[config.mk]
export PLATFORM = sky130hd
export DESIGN_NAME = fce_top
export DESIGN_NICKNAME = d
export VERILOG_FILES = /design/src/shared/fce_pkg.sv /design/src/verilog/fce_top.sv
export SDC_FILE = /design/constraint.sdc
export NUM_CORES = 1
export LEC_CHECK = 0
export ABC_AREA = 0
export BUFFER_PORTS_ARGS = -buffer_cell sky130_fd_sc_hd__buf_2
export CAP_MARGIN = 15
export CORE_MARGIN = 2
export CORE_UTILIZATION = 50
export CTS_CLUSTER_SIZE = 10
export DETAILED_ROUTE_END_ITERATION = 8
export PLACE_DENSITY = 0.69
export SETUP_SLACK_MARGIN = 0.1
export SKIP_LAST_GASP = 1
export SYNTH_ARGS = -nofsm -noshare
export SYNTH_HDL_FRONTEND = slang
export SYNTH_SLANG_ARGS = --single-unit
[constraint.sdc]
create_clock -name clk -period 6.19 [get_ports clk]
set_clock_uncertainty 0.15 [all_clocks]
set_input_delay 0.619 -clock clk [delete_from_list [all_inputs] [get_ports clk]]
set_output_delay 0.619 -clock clk [all_outputs]
set_load 0.01 [all_outputs]
[src/shared/fce_pkg.sv]
// Purpose: constants for the floppy command execution block
// Assumes: 250 MHz clock, 32-bit register port
// Notes: addresses are byte offsets of aligned words
package fce_pkg;
   // register byte addresses
   localparam logic [7:0] A_CMD = 8'h00;
   localparam logic [7:0] A_TID = 8'h04;
   localparam logic [7:0] A_PAR = 8'h08;
   localparam logic [7:0] A_SEEK = 8'h0C;
   localparam logic [7:0] A_STAT = 8'h10;
   localparam logic [7:0] A_RES = 8'h14;
   // command codes
   localparam logic [2:0] C_RDDEL = 3'h0;
   localparam logic [2:0] C_RDTRK = 3'h1;
   localparam logic [2:0] C_RDID = 3'h2;
   localparam logic [2:0] C_FMT = 3'h3;
   localparam logic [2:0] C_SCEQ = 3'h4;
   localparam logic [2:0] C_SCLE = 3'h5;
   localparam logic [2:0] C_SCGE = 3'h6;
   localparam logic [2:0] C_SEEK = 3'h7;
   // status bit positions
   localparam int ST0_DONE = 5;
   localparam int ST0_FAULT = 4;
   localparam int ST0_NR = 3;
   localparam int ST1_OR = 4;
   localparam int ST1_ABSENT = 2;
   localparam int ST1_LOST = 0;
   localparam int ST2_DEL = 6;
   localparam int ST2_HIT = 3;
   localparam int ST2_MISS = 2;
   localparam logic [1:0] IC_NORM = 2'h0;
   localparam logic [1:0] IC_ABN = 2'h1;
   localparam logic [1:0] IC_RDY = 2'h3;
   // format stream bytes
   localparam logic [7:0] GAP_BYTE = 8'h4E;
   localparam logic [7:0] ID_MARK = 8'hFE;
   localparam logic [7:0] DATA_MARK = 8'hFB;
   localparam logic [15:0] SECT_BASE = 16'h0080;
   localparam logic [31:0] RST_WORD = 32'h0000_0000;
   // timing
   localparam int CLK_MHZ = 250;
   localparam int STEP_UNIT_US = 1000;
   localparam int STEP_UNIT_CYC = STEP_UNIT_US * CLK_MHZ;
   localparam int STEP_MAX = 16;
   localparam int OVR_FM_US = 27;
   localparam int OVR_MFM_US = 13;
   localparam int OVR_FM_CYC = OVR_FM_US * CLK_MHZ;
   localparam int OVR_MFM_CYC = OVR_MFM_US * CLK_MHZ;
   typedef enum logic [3:0] {
      S_IDLE, S_IDX, S_HUNT, S_MARK, S_DATA, S_FREQ, S_FGAP, S_FHDR, S_FDAT, S_SEEK
   } fce_state_e;
endpackage

[src/verilog/fce_top.sv]
// Purpose: execution phase of read-deleted, read-track, read-id, format, scan and seek
// Assumes: disk stream and host handshake synchronous to clk
// Notes: all state in one struct
// Summary of operation
// RULE_01 - normal mark: read, flag, end; bypass skips
// RULE_02 - track read starts at index, ignores crc
// RULE_03 - track read flags id mismatch; no bypass
// RULE_04 - track read ends after final count sectors
// RULE_05 - no id by second index: lost-address, abnormal
// RULE_06 - read id captures first good id
// RULE_07 - read id timeout: lost-address, absent if none
// RULE_08 - format writes gaps, marks, ids, fill data
// RULE_09 - four host bytes per formatted sector
// RULE_10 - sector number increments; ends at second index
// RULE_11 - fault after write or no ready ends
// RULE_12 - scan compares unsigned equal, le, ge
// RULE_13 - failed sector adds stride and continues
// RULE_14 - hit or miss flag then end
// RULE_15 - terminal count ends after current byte
// RULE_16 - scan deleted mark: flag, end or skip
// RULE_17 - stride one or two; host picks range
// RULE_18 - scan byte late sets overrun, ends
// RULE_19 - seek direction from track comparison
// RULE_20 - steps spaced by interval; equal sets done
// RULE_21 - step interval code F is 1 ms
// RULE_22 - status 0 top bits encode termination
// RULE_23 - index pulses counted per command
`timescale 1ns/1ps
module fce_top import fce_pkg::*; #(
   parameter int STEP_CYC = STEP_UNIT_CYC,
   parameter int OVR_FM = OVR_FM_CYC,
   parameter int OVR_MFM = OVR_MFM_CYC
) (
   input wire logic clk,
   input wire logic rst,
   input wire logic [7:0] addr,
   input wire logic [31:0] wdata,
   input wire logic wr,
   input wire logic rd,
   output logic [31:0] rdata,
   input wire logic idx_pulse,
   input wire logic id_valid,
   input wire logic [31:0] id_word,
   input wire logic id_crc_ok,
   input wire logic mark_valid,
   input wire logic mark_deleted,
   input wire logic byte_valid,
   input wire logic [7:0] byte_in,
   input wire logic field_end,
   input wire logic drive_fault,
   input wire logic drive_ready,
   input wire logic tc,
   input wire logic host_ack,
   input wire logic [7:0] host_din,
   output logic host_req,
   output logic [7:0] host_dout,
   output logic wr_valid,
   output logic [7:0] wr_byte,
   output logic step_dir,
   output logic step_pulse,
   output logic busy
);
   typedef struct packed {
      fce_state_e state;
      logic [2:0] cmd;
      logic bypass;
      logic fm;
      logic [31:0] tgt;
      logic [31:0] par;
      logic [31:0] seekr;
      logic [7:0] st0;
      logic [7:0] st1;
      logic [7:0] st2;
      logic [7:0] ptrack;
      logic [31:0] res;
      logic [1:0] idxc;
      logic id_seen;
      logic ok;
      logic last;
      logic tc_seen;
      logic hold;
      logic [7:0] hbyte;
      logic [15:0] cnt;
      logic [23:0] tmr;
      logic dir;
      logic step;
      logic hreq;
      logic [7:0] hdout;
      logic wrv;
      logic [7:0] wrb;
      logic [31:0] rdata;
      logic busy;
   } fce_st_s;

   fce_st_s r;
   fce_st_s n;

   function automatic logic [23:0] step_cyc(input logic [3:0] code);
      step_cyc = 24'(STEP_CYC * (STEP_MAX - int'(code)) - 1); // [RULE_21]
   endfunction

   function automatic logic [23:0] ovr_cyc(input logic fm);
      ovr_cyc = fm ? 24'(OVR_FM) : 24'(OVR_MFM);
   endfunction

   function automatic logic scan_pass(input logic [2:0] c, input logic [7:0] d, input logic [7:0] h);
      case (c)
         C_SCLE: scan_pass = d <= h; // [RULE_12]
         C_SCGE: scan_pass = d >= h;
         default: scan_pass = d == h;
      endcase
   endfunction

   function automatic logic is_scan(input logic [2:0] c);
      is_scan = (c == C_SCEQ) || (c == C_SCLE) || (c == C_SCGE);
   endfunction

   always_comb begin
      n = r;
      n.step = 1'b0;
      n.wrv = 1'b0;
      n.rdata = RST_WORD;
      if (rd) begin
         case (addr)
            A_CMD: n.rdata = {26'h0, r.busy, r.fm, r.bypass, r.cmd};
            A_TID: n.rdata = r.tgt;
            A_PAR: n.rdata = r.par;
            A_SEEK: n.rdata = r.seekr;
            A_STAT: n.rdata = {r.ptrack, r.st2, r.st1, r.st0};
            A_RES: n.rdata = r.res;
            default: n.rdata = RST_WORD;
         endcase
      end
      if (wr && !r.busy) begin
         case (addr)
            A_TID: n.tgt = wdata;
            A_PAR: n.par = wdata;
            A_SEEK: n.seekr = wdata;
            A_CMD: begin
               n.cmd = wdata[2:0];
               n.bypass = wdata[3];
               n.fm = wdata[4];
               n.st0 = 8'h00;
               n.st1 = 8'h00;
               n.st2 = 8'h00;
               n.idxc = 2'h0; // [RULE_23]
               n.id_seen = 1'b0;
               n.tc_seen = 1'b0;
               n.last = 1'b0;
               n.hold = 1'b0;
               n.hreq = 1'b0;
               n.cnt = 16'h0000;
               n.res = r.tgt;
               n.busy = 1'b1;
               if (wdata[2:0] == C_SEEK) begin
                  n.state = S_SEEK;
                  n.tmr = step_cyc(r.seekr[11:8]);
                  n.dir = r.ptrack < r.seekr[7:0]; // [RULE_19]
               end else if (!drive_ready) begin
                  n.st0 = {IC_ABN, 6'h0}; // [RULE_11]
                  n.st0[ST0_NR] = 1'b1;
                  n.busy = 1'b0;
               end else if (wdata[2:0] == C_RDTRK || wdata[2:0] == C_FMT) begin
                  n.state = S_IDX; // [RULE_02] [RULE_08]
               end else begin
                  n.state = S_HUNT;
               end
            end
            default: n.cmd = r.cmd;
         endcase
      end
      if (r.busy) begin
         if (idx_pulse && r.idxc != 2'h3) begin
            n.idxc = r.idxc + 2'h1; // [RULE_23]
         end
         if (tc) begin
            n.tc_seen = 1'b1;
         end
         if ((r.state == S_HUNT || r.state == S_MARK) && r.idxc >= 2'h2) begin
            n.st0[7:6] = IC_ABN; // [RULE_05] [RULE_07] [RULE_17]
            if ((r.cmd == C_RDTRK || r.cmd == C_RDID) && !r.id_seen) begin
               n.st1[ST1_LOST] = 1'b1;
            end
            if (r.cmd != C_RDTRK && !(r.cmd == C_RDID && r.id_seen)) begin
               n.st1[ST1_ABSENT] = 1'b1;
            end
            n.state = S_IDLE;
            n.busy = 1'b0;
         end else begin
            case (r.state)
               S_IDX: begin
                  if (idx_pulse) begin
                     n.state = (r.cmd == C_FMT) ? S_FREQ : S_HUNT;
                     n.hreq = r.cmd == C_FMT;
                     n.cnt = 16'h0000;
                  end
               end
               S_HUNT: begin
                  if (id_valid) begin
                     n.id_seen = 1'b1;
                     if (r.cmd == C_RDID) begin
                        if (id_crc_ok) begin
                           n.res = id_word; // [RULE_06]
                           n.state = S_IDLE;
                           n.busy = 1'b0;
                        end
                     end else if (r.cmd == C_RDTRK) begin
                        if (id_word != r.res) begin
                           n.st1[ST1_ABSENT] = 1'b1; // [RULE_03]
                        end
                        n.state = S_MARK;
                     end else if (id_crc_ok && id_word == r.res) begin
                        n.state = S_MARK;
                     end
                  end
               end
               S_MARK: begin
                  if (mark_valid) begin
                     n.ok = 1'b1;
                     n.state = S_DATA;
                     if (r.cmd == C_RDDEL && !mark_deleted) begin
                        if (r.bypass) begin
                           n.res[15:8] = r.res[15:8] + 8'h01; // [RULE_01]
                           n.state = S_HUNT;
                        end else begin
                           n.st2[ST2_DEL] = 1'b1;
                           n.last = 1'b1;
                        end
                     end else if (is_scan(r.cmd) && mark_deleted) begin
                        n.st2[ST2_DEL] = 1'b1; // [RULE_16]
                        if (r.bypass) begin
                           n.res[15:8] = r.res[15:8] + r.par[23:16];
                           n.state = S_HUNT;
                        end else begin
                           n.last = 1'b1;
                        end
                     end
                     if (is_scan(r.cmd) && n.state == S_DATA) begin
                        n.hreq = 1'b1;
                        n.hold = 1'b0;
                        n.tmr = ovr_cyc(r.fm);
                     end
                  end
               end
               S_DATA: begin
                  if (is_scan(r.cmd)) begin
                     if (r.hreq) begin
                        n.tmr = r.tmr - 24'h00_0001;
                        if (host_ack) begin
                           n.hbyte = host_din;
                           n.hold = 1'b1;
                           n.hreq = 1'b0;
                        end else if (r.tmr == 24'h00_0000) begin
                           n.st1[ST1_OR] = 1'b1; // [RULE_18]
                           n.st0[7:6] = IC_ABN;
                           n.state = S_IDLE;
                           n.busy = 1'b0;
                        end
                     end
                     if (byte_valid) begin
                        if (!r.hold) begin
                           n.st1[ST1_OR] = 1'b1; // [RULE_18]
                           n.st0[7:6] = IC_ABN;
                           n.state = S_IDLE;
                           n.busy = 1'b0;
                        end else begin
                           if (!scan_pass(r.cmd, byte_in, r.hbyte)) begin
                              n.ok = 1'b0; // [RULE_12]
                           end
                           n.hold = 1'b0;
                           n.hreq = 1'b1;
                           n.tmr = ovr_cyc(r.fm);
                           if (tc || r.tc_seen) begin
                              n.hreq = 1'b0; // [RULE_15]
                              n.state = S_IDLE;
                              n.busy = 1'b0;
                           end
                        end
                     end else if (field_end) begin
                        n.hreq = 1'b0;
                        n.state = S_IDLE;
                        n.busy = 1'b0;
                        if (r.ok) begin
                           n.st2[ST2_HIT] = 1'b1; // [RULE_14]
                        end else if (r.last || r.res[15:8] == r.par[31:24]) begin
                           n.st2[ST2_MISS] = 1'b1;
                        end else begin
                           n.res[15:8] = r.res[15:8] + r.par[23:16]; // [RULE_13] [RULE_17]
                           n.state = S_HUNT;
                           n.busy = 1'b1;
                        end
                     end
                  end else begin
                     if (host_ack) begin
                        n.hreq = 1'b0;
                     end
                     if (byte_valid && !r.tc_seen) begin
                        n.hdout = byte_in;
                        n.hreq = 1'b1;
                        if (r.hreq && !host_ack) begin
                           n.st1[ST1_OR] = 1'b1;
                           n.st0[7:6] = IC_ABN;
                           n.state = S_IDLE;
                           n.busy = 1'b0;
                        end
                     end
                     if (field_end) begin
                        n.cnt = r.cnt + 16'h0001;
                        n.res[15:8] = r.res[15:8] + 8'h01;
                        n.state = S_HUNT;
                        if (r.cmd == C_RDTRK && n.cnt == {8'h00, r.par[31:24]}) begin
                           n.state = S_IDLE; // [RULE_04] [RULE_02]
                           n.busy = 1'b0;
                        end
                        if (r.cmd == C_RDDEL && (r.last || r.tc_seen)) begin
                           n.res[15:8] = r.res[15:8]; // [RULE_01]
                           n.state = S_IDLE;
                           n.busy = 1'b0;
                        end
                     end
                  end
               end
               S_FREQ: begin
                  if (r.idxc >= 2'h2) begin
                     n.hreq = 1'b0; // [RULE_10]
                     n.state = S_IDLE;
                     n.busy = 1'b0;
                  end else if (host_ack) begin
                     n.res = {r.res[23:0], host_din}; // [RULE_09]
                     n.cnt = r.cnt + 16'h0001;
                     if (r.cnt == 16'h0003) begin
                        n.hreq = 1'b0;
                        n.cnt = 16'h0000;
                        n.state = S_FGAP;
                     end
                  end
               end
               S_FGAP: begin
                  n.wrv = 1'b1; // [RULE_08]
                  n.wrb = GAP_BYTE;
                  n.cnt = r.cnt + 16'h0001;
                  if (n.cnt >= {8'h00, r.par[15:8]}) begin
                     n.cnt = 16'h0000;
                     n.state = S_FHDR;
                  end
               end
               S_FHDR: begin
                  n.wrv = 1'b1;
                  case (r.cnt[2:0])
                     3'h0: n.wrb = ID_MARK;
                     3'h1: n.wrb = r.res[31:24];
                     3'h2: n.wrb = r.res[23:16];
                     3'h3: n.wrb = r.res[15:8];
                     3'h4: n.wrb = r.res[7:0];
                     default: n.wrb = DATA_MARK;
                  endcase
                  n.cnt = r.cnt + 16'h0001;
                  if (r.cnt == 16'h0005) begin
                     n.cnt = 16'h0000;
                     n.state = S_FDAT;
                  end
               end
               S_FDAT: begin
                  n.wrv = 1'b1;
                  n.wrb = r.seekr[23:16];
                  n.cnt = r.cnt + 16'h0001;
                  if (n.cnt == (SECT_BASE << r.res[2:0])) begin
                     n.res[15:8] = r.res[15:8] + 8'h01; // [RULE_10]
                     n.cnt = 16'h0000;
                     n.state = S_FREQ;
                     n.hreq = 1'b1;
                     if (drive_fault) begin
                        n.st0[ST0_FAULT] = 1'b1; // [RULE_11]
                        n.st0[7:6] = IC_ABN;
                        n.hreq = 1'b0;
                        n.state = S_IDLE;
                        n.busy = 1'b0;
                     end
                  end
               end
               S_SEEK: begin
                  if (r.ptrack == r.seekr[7:0]) begin
                     n.st0[ST0_DONE] = 1'b1; // [RULE_20]
                     n.state = S_IDLE;
                     n.busy = 1'b0;
                  end else if (r.tmr == 24'h00_0000) begin
                     n.step = 1'b1; // [RULE_19]
                     n.ptrack = r.dir ? r.ptrack + 8'h01 : r.ptrack - 8'h01;
                     n.tmr = step_cyc(r.seekr[11:8]);
                  end else begin
                     n.tmr = r.tmr - 24'h00_0001;
                  end
               end
               default: n.state = S_IDLE;
            endcase
         end
         if (n.busy && !drive_ready) begin
            n.st0[7:6] = IC_RDY; // [RULE_22]
            n.st0[ST0_NR] = 1'b1;
            n.hreq = 1'b0;
            n.state = S_IDLE;
            n.busy = 1'b0;
         end
      end
   end

   always_ff @(posedge clk) begin
      if (rst) begin
         r <= '0;
      end else begin
         r <= n;
      end
   end

   assign rdata = r.rdata;
   assign host_req = r.hreq;
   assign host_dout = r.hdout;
   assign wr_valid = r.wrv;
   assign wr_byte = r.wrb;
   assign step_dir = r.dir;
   assign step_pulse = r.step;
   assign busy = r.busy;
endmodule

; ---- Word-level counts from Yosys, hierarchy flattened
; Index checks and enable logic that the tools add are counted.
[totals]
register_bits = 267
latchBits = 0
ramBits = 0
rom_bits = 0
input_bits = 103
output_inout_bits = 53
elab_cells = 403
memories = 0
[classes]
n_addsub = 9
mul = 1
n_div = 0
order_cmp = 5
n_eq_ne = 45
shift = 1
muxes = 256
bitwise = 6
reduce_logical = 49
[op_table]
columns = cell, n
row1 = 32-bit two-way mux, 9
row2 = 24-bit two-way mux, 9
row3 = 32-bit one-hot mux with 6 select lines, 1
row4 = 4-bit two-way mux, 37
row5 = 16-bit two-way mux, 9
row6 = 8-bit two-way mux, 17
row7 = 129-bit two-way mux, 1
row8 = 1-bit two-way mux, 108
row9 = 16-bit one-hot mux with 6 select lines, 1
row10 = 87-bit two-way mux, 1
row11 = 41-bit two-way mux, 2
row12 = 8-bit one-hot mux with 5 select lines, 2
row13 = 24-bit one-hot mux with 3 select lines, 1
row14 = 35-bit two-way mux, 2
row15 = 2-bit two-way mux, 27
row16 = 49-bit two-way mux, 1
row17 = 18-bit two-way mux, 2
row18 = 9-bit two-way mux, 4
row19 = 4-bit one-hot mux with 9 select lines, 1
row20 = 32-bit == test, 1
row21 = 32-bit inequality test, 1
row22 = 16-bit one-hot mux with 2 select lines, 1
row23 = 9-bit one-hot mux with 3 select lines, 1
row24 = 25-bit two-way mux, 1
row25 = other kinds (58), 132

; ---- Logic depth before layout (Yosys ltp)
[depth]
depth_word = 18
depth_mapped = 21
mapped_depth_nobuf = 20

; ---- Worst setup path after synthesis
; OpenSTA, ideal clock, no wires.
[synth_path]
path_kind = register to register
start = register r[181] in the netlist's numbering
end = register r[76] in the netlist's numbering
setup_time_ns = 0.092
arrival_ns = 4.624
required_time_ns = 5.948
path_slack_ns = 1.324
path_stages_with_launch = 22
period_less_slack_ns = 4.866
path_cell_list = dfxtp_1 > clkbuf_1 > inv_1 > ha_1 > xor2_1 > inv_1 > ha_1 > xor2_1 > ha_1 > inv_1 > fa_1 > inv_1 > ha_1 > a21o_1 > a21oi_1 > o21ai_0 > xor2_1 > or2_2 > nor4b_1 > xor2_1 > o21a_1 > o32ai_1
[synth_via]
elab_chain_cells = 13
[synth_rtl]
columns = item, line
row1 = "start, declared", fce_top.sv:95  ; fce_st_s r;
row2 = "start signal, assigned", fce_top.sv:411  ; r <= n;
row3 = 5-bit by 4-bit subtractor with 6-bit output (*), fce_top.sv:99  ; step_cyc = 24'(STEP_CYC * (STEP_MAX - int'(code)) - 1);
row4 = 15-bit by 6-bit multiplier with 20-bit output (*), fce_top.sv:99
row5 = 24-bit by 2-bit subtractor with 24-bit output (*), fce_top.sv:99
row6 = 25-bit two-way mux, fce_top.sv:155  ; if (wdata[2:0] == C_SEEK) begin
row7 = 41-bit two-way mux, fce_top.sv:135  ; case (addr)
row8 = 41-bit two-way mux, fce_top.sv:134  ; if (wr && !r.busy) begin
row9 = 24-bit two-way mux, fce_top.sv:247  ; if (r.hreq) begin
row10 = 24-bit two-way mux, fce_top.sv:261  ; if (!r.hold) begin
row11 = 24-bit two-way mux, fce_top.sv:260  ; if (byte_valid) begin
row12 = 24-bit two-way mux, fce_top.sv:246  ; if (is_scan(r.cmd)) begin
row13 = 24-bit one-hot mux with 3 select lines, fce_top.sv:190  ; case (r.state)
row14 = 49-bit two-way mux, fce_top.sv:179  ; if ((r.state == S_HUNT || r.state == S_MARK) && r.idxc >= 2'h2) begin
row15 = 87-bit two-way mux (*), fce_top.sv:172  ; if (r.busy) begin
; Mark *: on every way between the ends. The rest lies on a longest branch, timed or not.
; A chain may end at the register's enable or synchronous reset.

; ---- Worst setup path after layout
; Ends and elaborated chain as after synthesis.

==> metrics.txt <==
status=finished clean; proportion of power drawn by the clock network=49.3%; top cells by area, synth=sky130_fd_sc_hd__dfxtp_1, sky130_fd_sc_hd__nand2_1, sky130_fd_sc_hd__a21oi_1, sky130_fd_sc_hd__ha_1, sky130_fd_sc_hd__nor2_1; via count of the first global-routing pass=about 18000; register area=~0.0053 mm^2; switching power as a share of total power=around a quarter; global-route wire length before repair=roughly 110 mm; remaining max-slew budget at the tightest pin=16.5%; Synth Net Count=roughly 2600; DIE WIDTH=a little under 200 um; area taken by multi-input logic gates=roughly 0.012 mm^2; YS warnings=0; clock input transition at the sequential cells of the worst setup and hold paths=50 ps; TritonCTS clock tree=yes; ys flop type=sky130_fd_sc_hd__dfxtp_1; post-CTS setup repair buffer count=0; maximum clock insertion buffer count=3; final HPWL from detailed placement=~53 mm; Post-Synthesis Mean Instance Area=around 7.6 um^2; maximum fanout along the worst path=12; Core Util, Final=roughly 55%; most used standard cell by instance count after synthesis=sky130_fd_sc_hd__nand2_1; cell accounting for the most synthesized area=sky130_fd_sc_hd__dfxtp_1; overflow left after global routing=0; worst min path class=input pin to flip-flop; Max Fclk=188 MHz; instance count along the most critical hold path=3; setup slack after placement=863 ps; Initial Utilization=50.6%; final critical-path share of the clock period=approximately 86%; number of design rule violations left after detail routing=0; total routed wirelength=about 73 mm; Async S/R FF share, synth=0%; quantity of I/O buffers inserted on ports=between 150 and 200; I/O pin count=156; number of antenna violations at the first check in global routing=2; setup violators final=0; Net Switching=about 0.00093 W; cell count after synthesis=between 2000 and 2500; average routed wire per standard cell=~25 um; internal portion of total power=around 0.0028 W; Worst-Margin Slew=between 1000 and 1500 ps; critical-path cell list=inv_1 -> ha_1 -> xor2_1 -> inv_1 -> ha_1 -> xor2_1 -> ha_1 -> inv_1 -> fa_1 -> inv_1 -> ha_1 -> a21o_1 -> a21oi_1 -> o21ai_0 -> xor2_1 -> or2_2 -> nor4b_1 -> xor2_1 -> o21a_1 -> o32ai_1; cts repair resizes=0; fin nets=roughly 2600; unrepaired setup endpoints after global routing=false; relative area change from synthesis to final layout=9.05%; number of iterations in the first detailed-routing pass=7; area fraction in compound gates after synthesis=a little under a quarter; DRC marker count from the first detailed-route iteration=about 2400; final period demand of the worst path=around 5300 ps; number of hold-slack violations in the final timing report=0; worst setup path category=flip-flop to flip-flop; Setup crit start kind=flip-flop; minimum setup slack in the final design=between 800 and 900 ps; number of slew-limit violations in the final report=0; number of register bits inferred by synthesis=264; fraction of layout instances using a drive strength above 1=between 10% and 20%; all-layer global routing usage=37.3%; number of enable flip-flop cells after synthesis=0; H-tree level count=2; share of the yosys chip area belonging to registers=28.6%; max-cap check violation count=0; quantity of hold-fixing buffers added after cts=0; top post-synthesis cells by count=sky130_fd_sc_hd__nand2_1, sky130_fd_sc_hd__dfxtp_1, sky130_fd_sc_hd__a21oi_1; static leakage=between 7 and 8 nW; proportion of power drawn by combinational gates=under 10%; pwr/cell area=roughly 180 mW/mm^2; number of vias in the routed layout=about 19000; number of filler cells placed in the layout=3539; proportion of netlist area held by the largest area contributor=between 20% and 30%; total negative slack=0 ps; largest family of logic cells by synthesized area=compound AO/OA/AOI/OAI gates; count of cell types in the netlist=between 90 and 100; area share of and/or/nand/nor cells after synthesis=a little under a quarter; gpl congestion=a little over 1; parity-gate share of the synthesized area counting xor and xnor cells=slightly above 6%; WP data required=roughly 6500 ps; std cell rows=70; Reg power frac=45.8%; nature of the critical path endpoint=flip-flop; Core Area=approximately 0.037 mm^2; Netlist Area Pre-Place=0.0185 mm^2; post-synthesis mux area share=around 5.6%; Num CTS Buffers=34; peak ir drop on the vdd network=roughly 0.16 mV; adder and majority cell fraction of the synthesized area=5.90%; full die area=between 0.03 and 0.04 mm^2; signal arrival time at the worst endpoint=5640 ps; root buffer cell=sky130_fd_sc_hd__clkbuf_16; slowest stage cell on the critical path=sky130_fd_sc_hd__dfxtp_1; number of routed nets with antenna violations=0; maximum cell stage delay along the critical path=between 500 and 600 ps; count of cells along the worst register-to-register path=20; via density per instance=6.64; clock latency at the later pin of the worst-skew pair=~570 ps; Die Y=around 200 um; number of clock sinks=approximately 260; pin count of the biggest net entering global routing=80
[registers in the layout, summed over array words and instances, names as in the netlist]
register    count
busy            1
host_dout       8
host_req        1
r             211
rdata          32
step_dir        1
step_pulse      1
wr_byte         8
wr_valid        1
[area by class of cell]
class / instances / share of cell area (%)
clock inverters: 8 / 0.447
clock buffers: 41 / 4.45
flip-flops and latches: 264 / 26.2
well taps: 468 / 2.91
inverters: 78 / 1.45
repair buffers: 192 / 5.26
multi-input cells: 1878 / 59.3
diodes: 1 / 0.0124
[per-stage QoR]
stage / hold slack (ps) / power, W / instance area (um^2) / std cells
after global routing: 163 / 0.00380 / 20200 / 2930
final: 161 / 0.00372 / 20200 / 2930
after CTS: 150 / 0.00372 / 20200 / 2929
after detailed placement: 296 / 0.00191 / 19200 / 2880
after global placement: 289 / 0.00191 / 19200 / 2880
after floorplan: 282 / 0.00182 / 18500 / 2432
[worst max-delay path, delay by kind of cell (launching register included)]
| family | cells | cell delay (ps) |
|---|---|---|
| adders and majority gates | 5 | 1730 |
| AOI/OAI and AO/OA | 5 | 890 |
| xor gates and xnor gates | 4 | 770 |
| and+or+nand+nor | 2 | 690 |
| DFF | 1 | 570 |
| buffers and inverters | 4 | 420 |
[routing by layer]
layer / up-vias / GRT usage, % / wire [um]
met4: 2 / 19.1 / 4130
met2: 1158 / 56.4 / 31400
li1: 8762 / - / -
met1: 9292 / 49.9 / 29700
met5: - / 0 / 12
met3: 231 / 8.51 / 7950
[cells in the final DEF, fill, tap and decap left out, drive strengths merged, types with 45 or more instances in the layout]
| cell | n |
|---|---|
| nand2 | 360 |
| dfxtp | 264 |
| a21oi | 227 |
| nor2 | 210 |
| buf | 192 |
| o21ai | 112 |
| inv | 78 |
| ha | 76 |
| mux2i | 71 |
| xor2 | 70 |
| a22oi | 61 |
| xnor2 | 52 |
| nand3 | 45 |
| nor3 | 45 |
[cell families (layout without fill, tap and decap cells)]
logic type / count (synthesis) / in the layout
and+or+nand+nor: 897 / 897
AOI/OAI and AO/OA: 679 / 679
buffers and inverters: 290 / 319
xor gates and xnor gates: 125 / 125
DFF: 264 / 264
adders and majority gates: 83 / 83
other: 0 / 1
muxes: 94 / 94
[path summary, 6_finish.rpt]
| path | startpoint | to | slack (ps) |
|---|---|---|---|
| setup / recovery | r[181]$_SDFFE_PP0P_ | r[76]$_SDFF_PP0_ | 860 |
| hold / removal | wdata[27] | r[231]$_SDFFE_PP0P_ | 160 |
| setup reg to reg | r[181]$_SDFFE_PP0P_ | r[76]$_SDFF_PP0_ | 860 |
| hold reg to reg | r[97]$_SDFFE_PP0P_ | r[97]$_SDFFE_PP0P_ | 300 |
[power by group through the flow]
stage	registers (W)	logic, W	clock network, W
after detailed placement	0.00174	0.000175	0
after CTS	0.00170	0.000176	0.00185
final	0.00170	0.000183	0.00183
after floorplan	0.00174	0.0000792	0
after global routing	0.00170	0.000190	0.00191
after global placement	0.00174	0.000174	0
(Power assumes the default switching activity.)
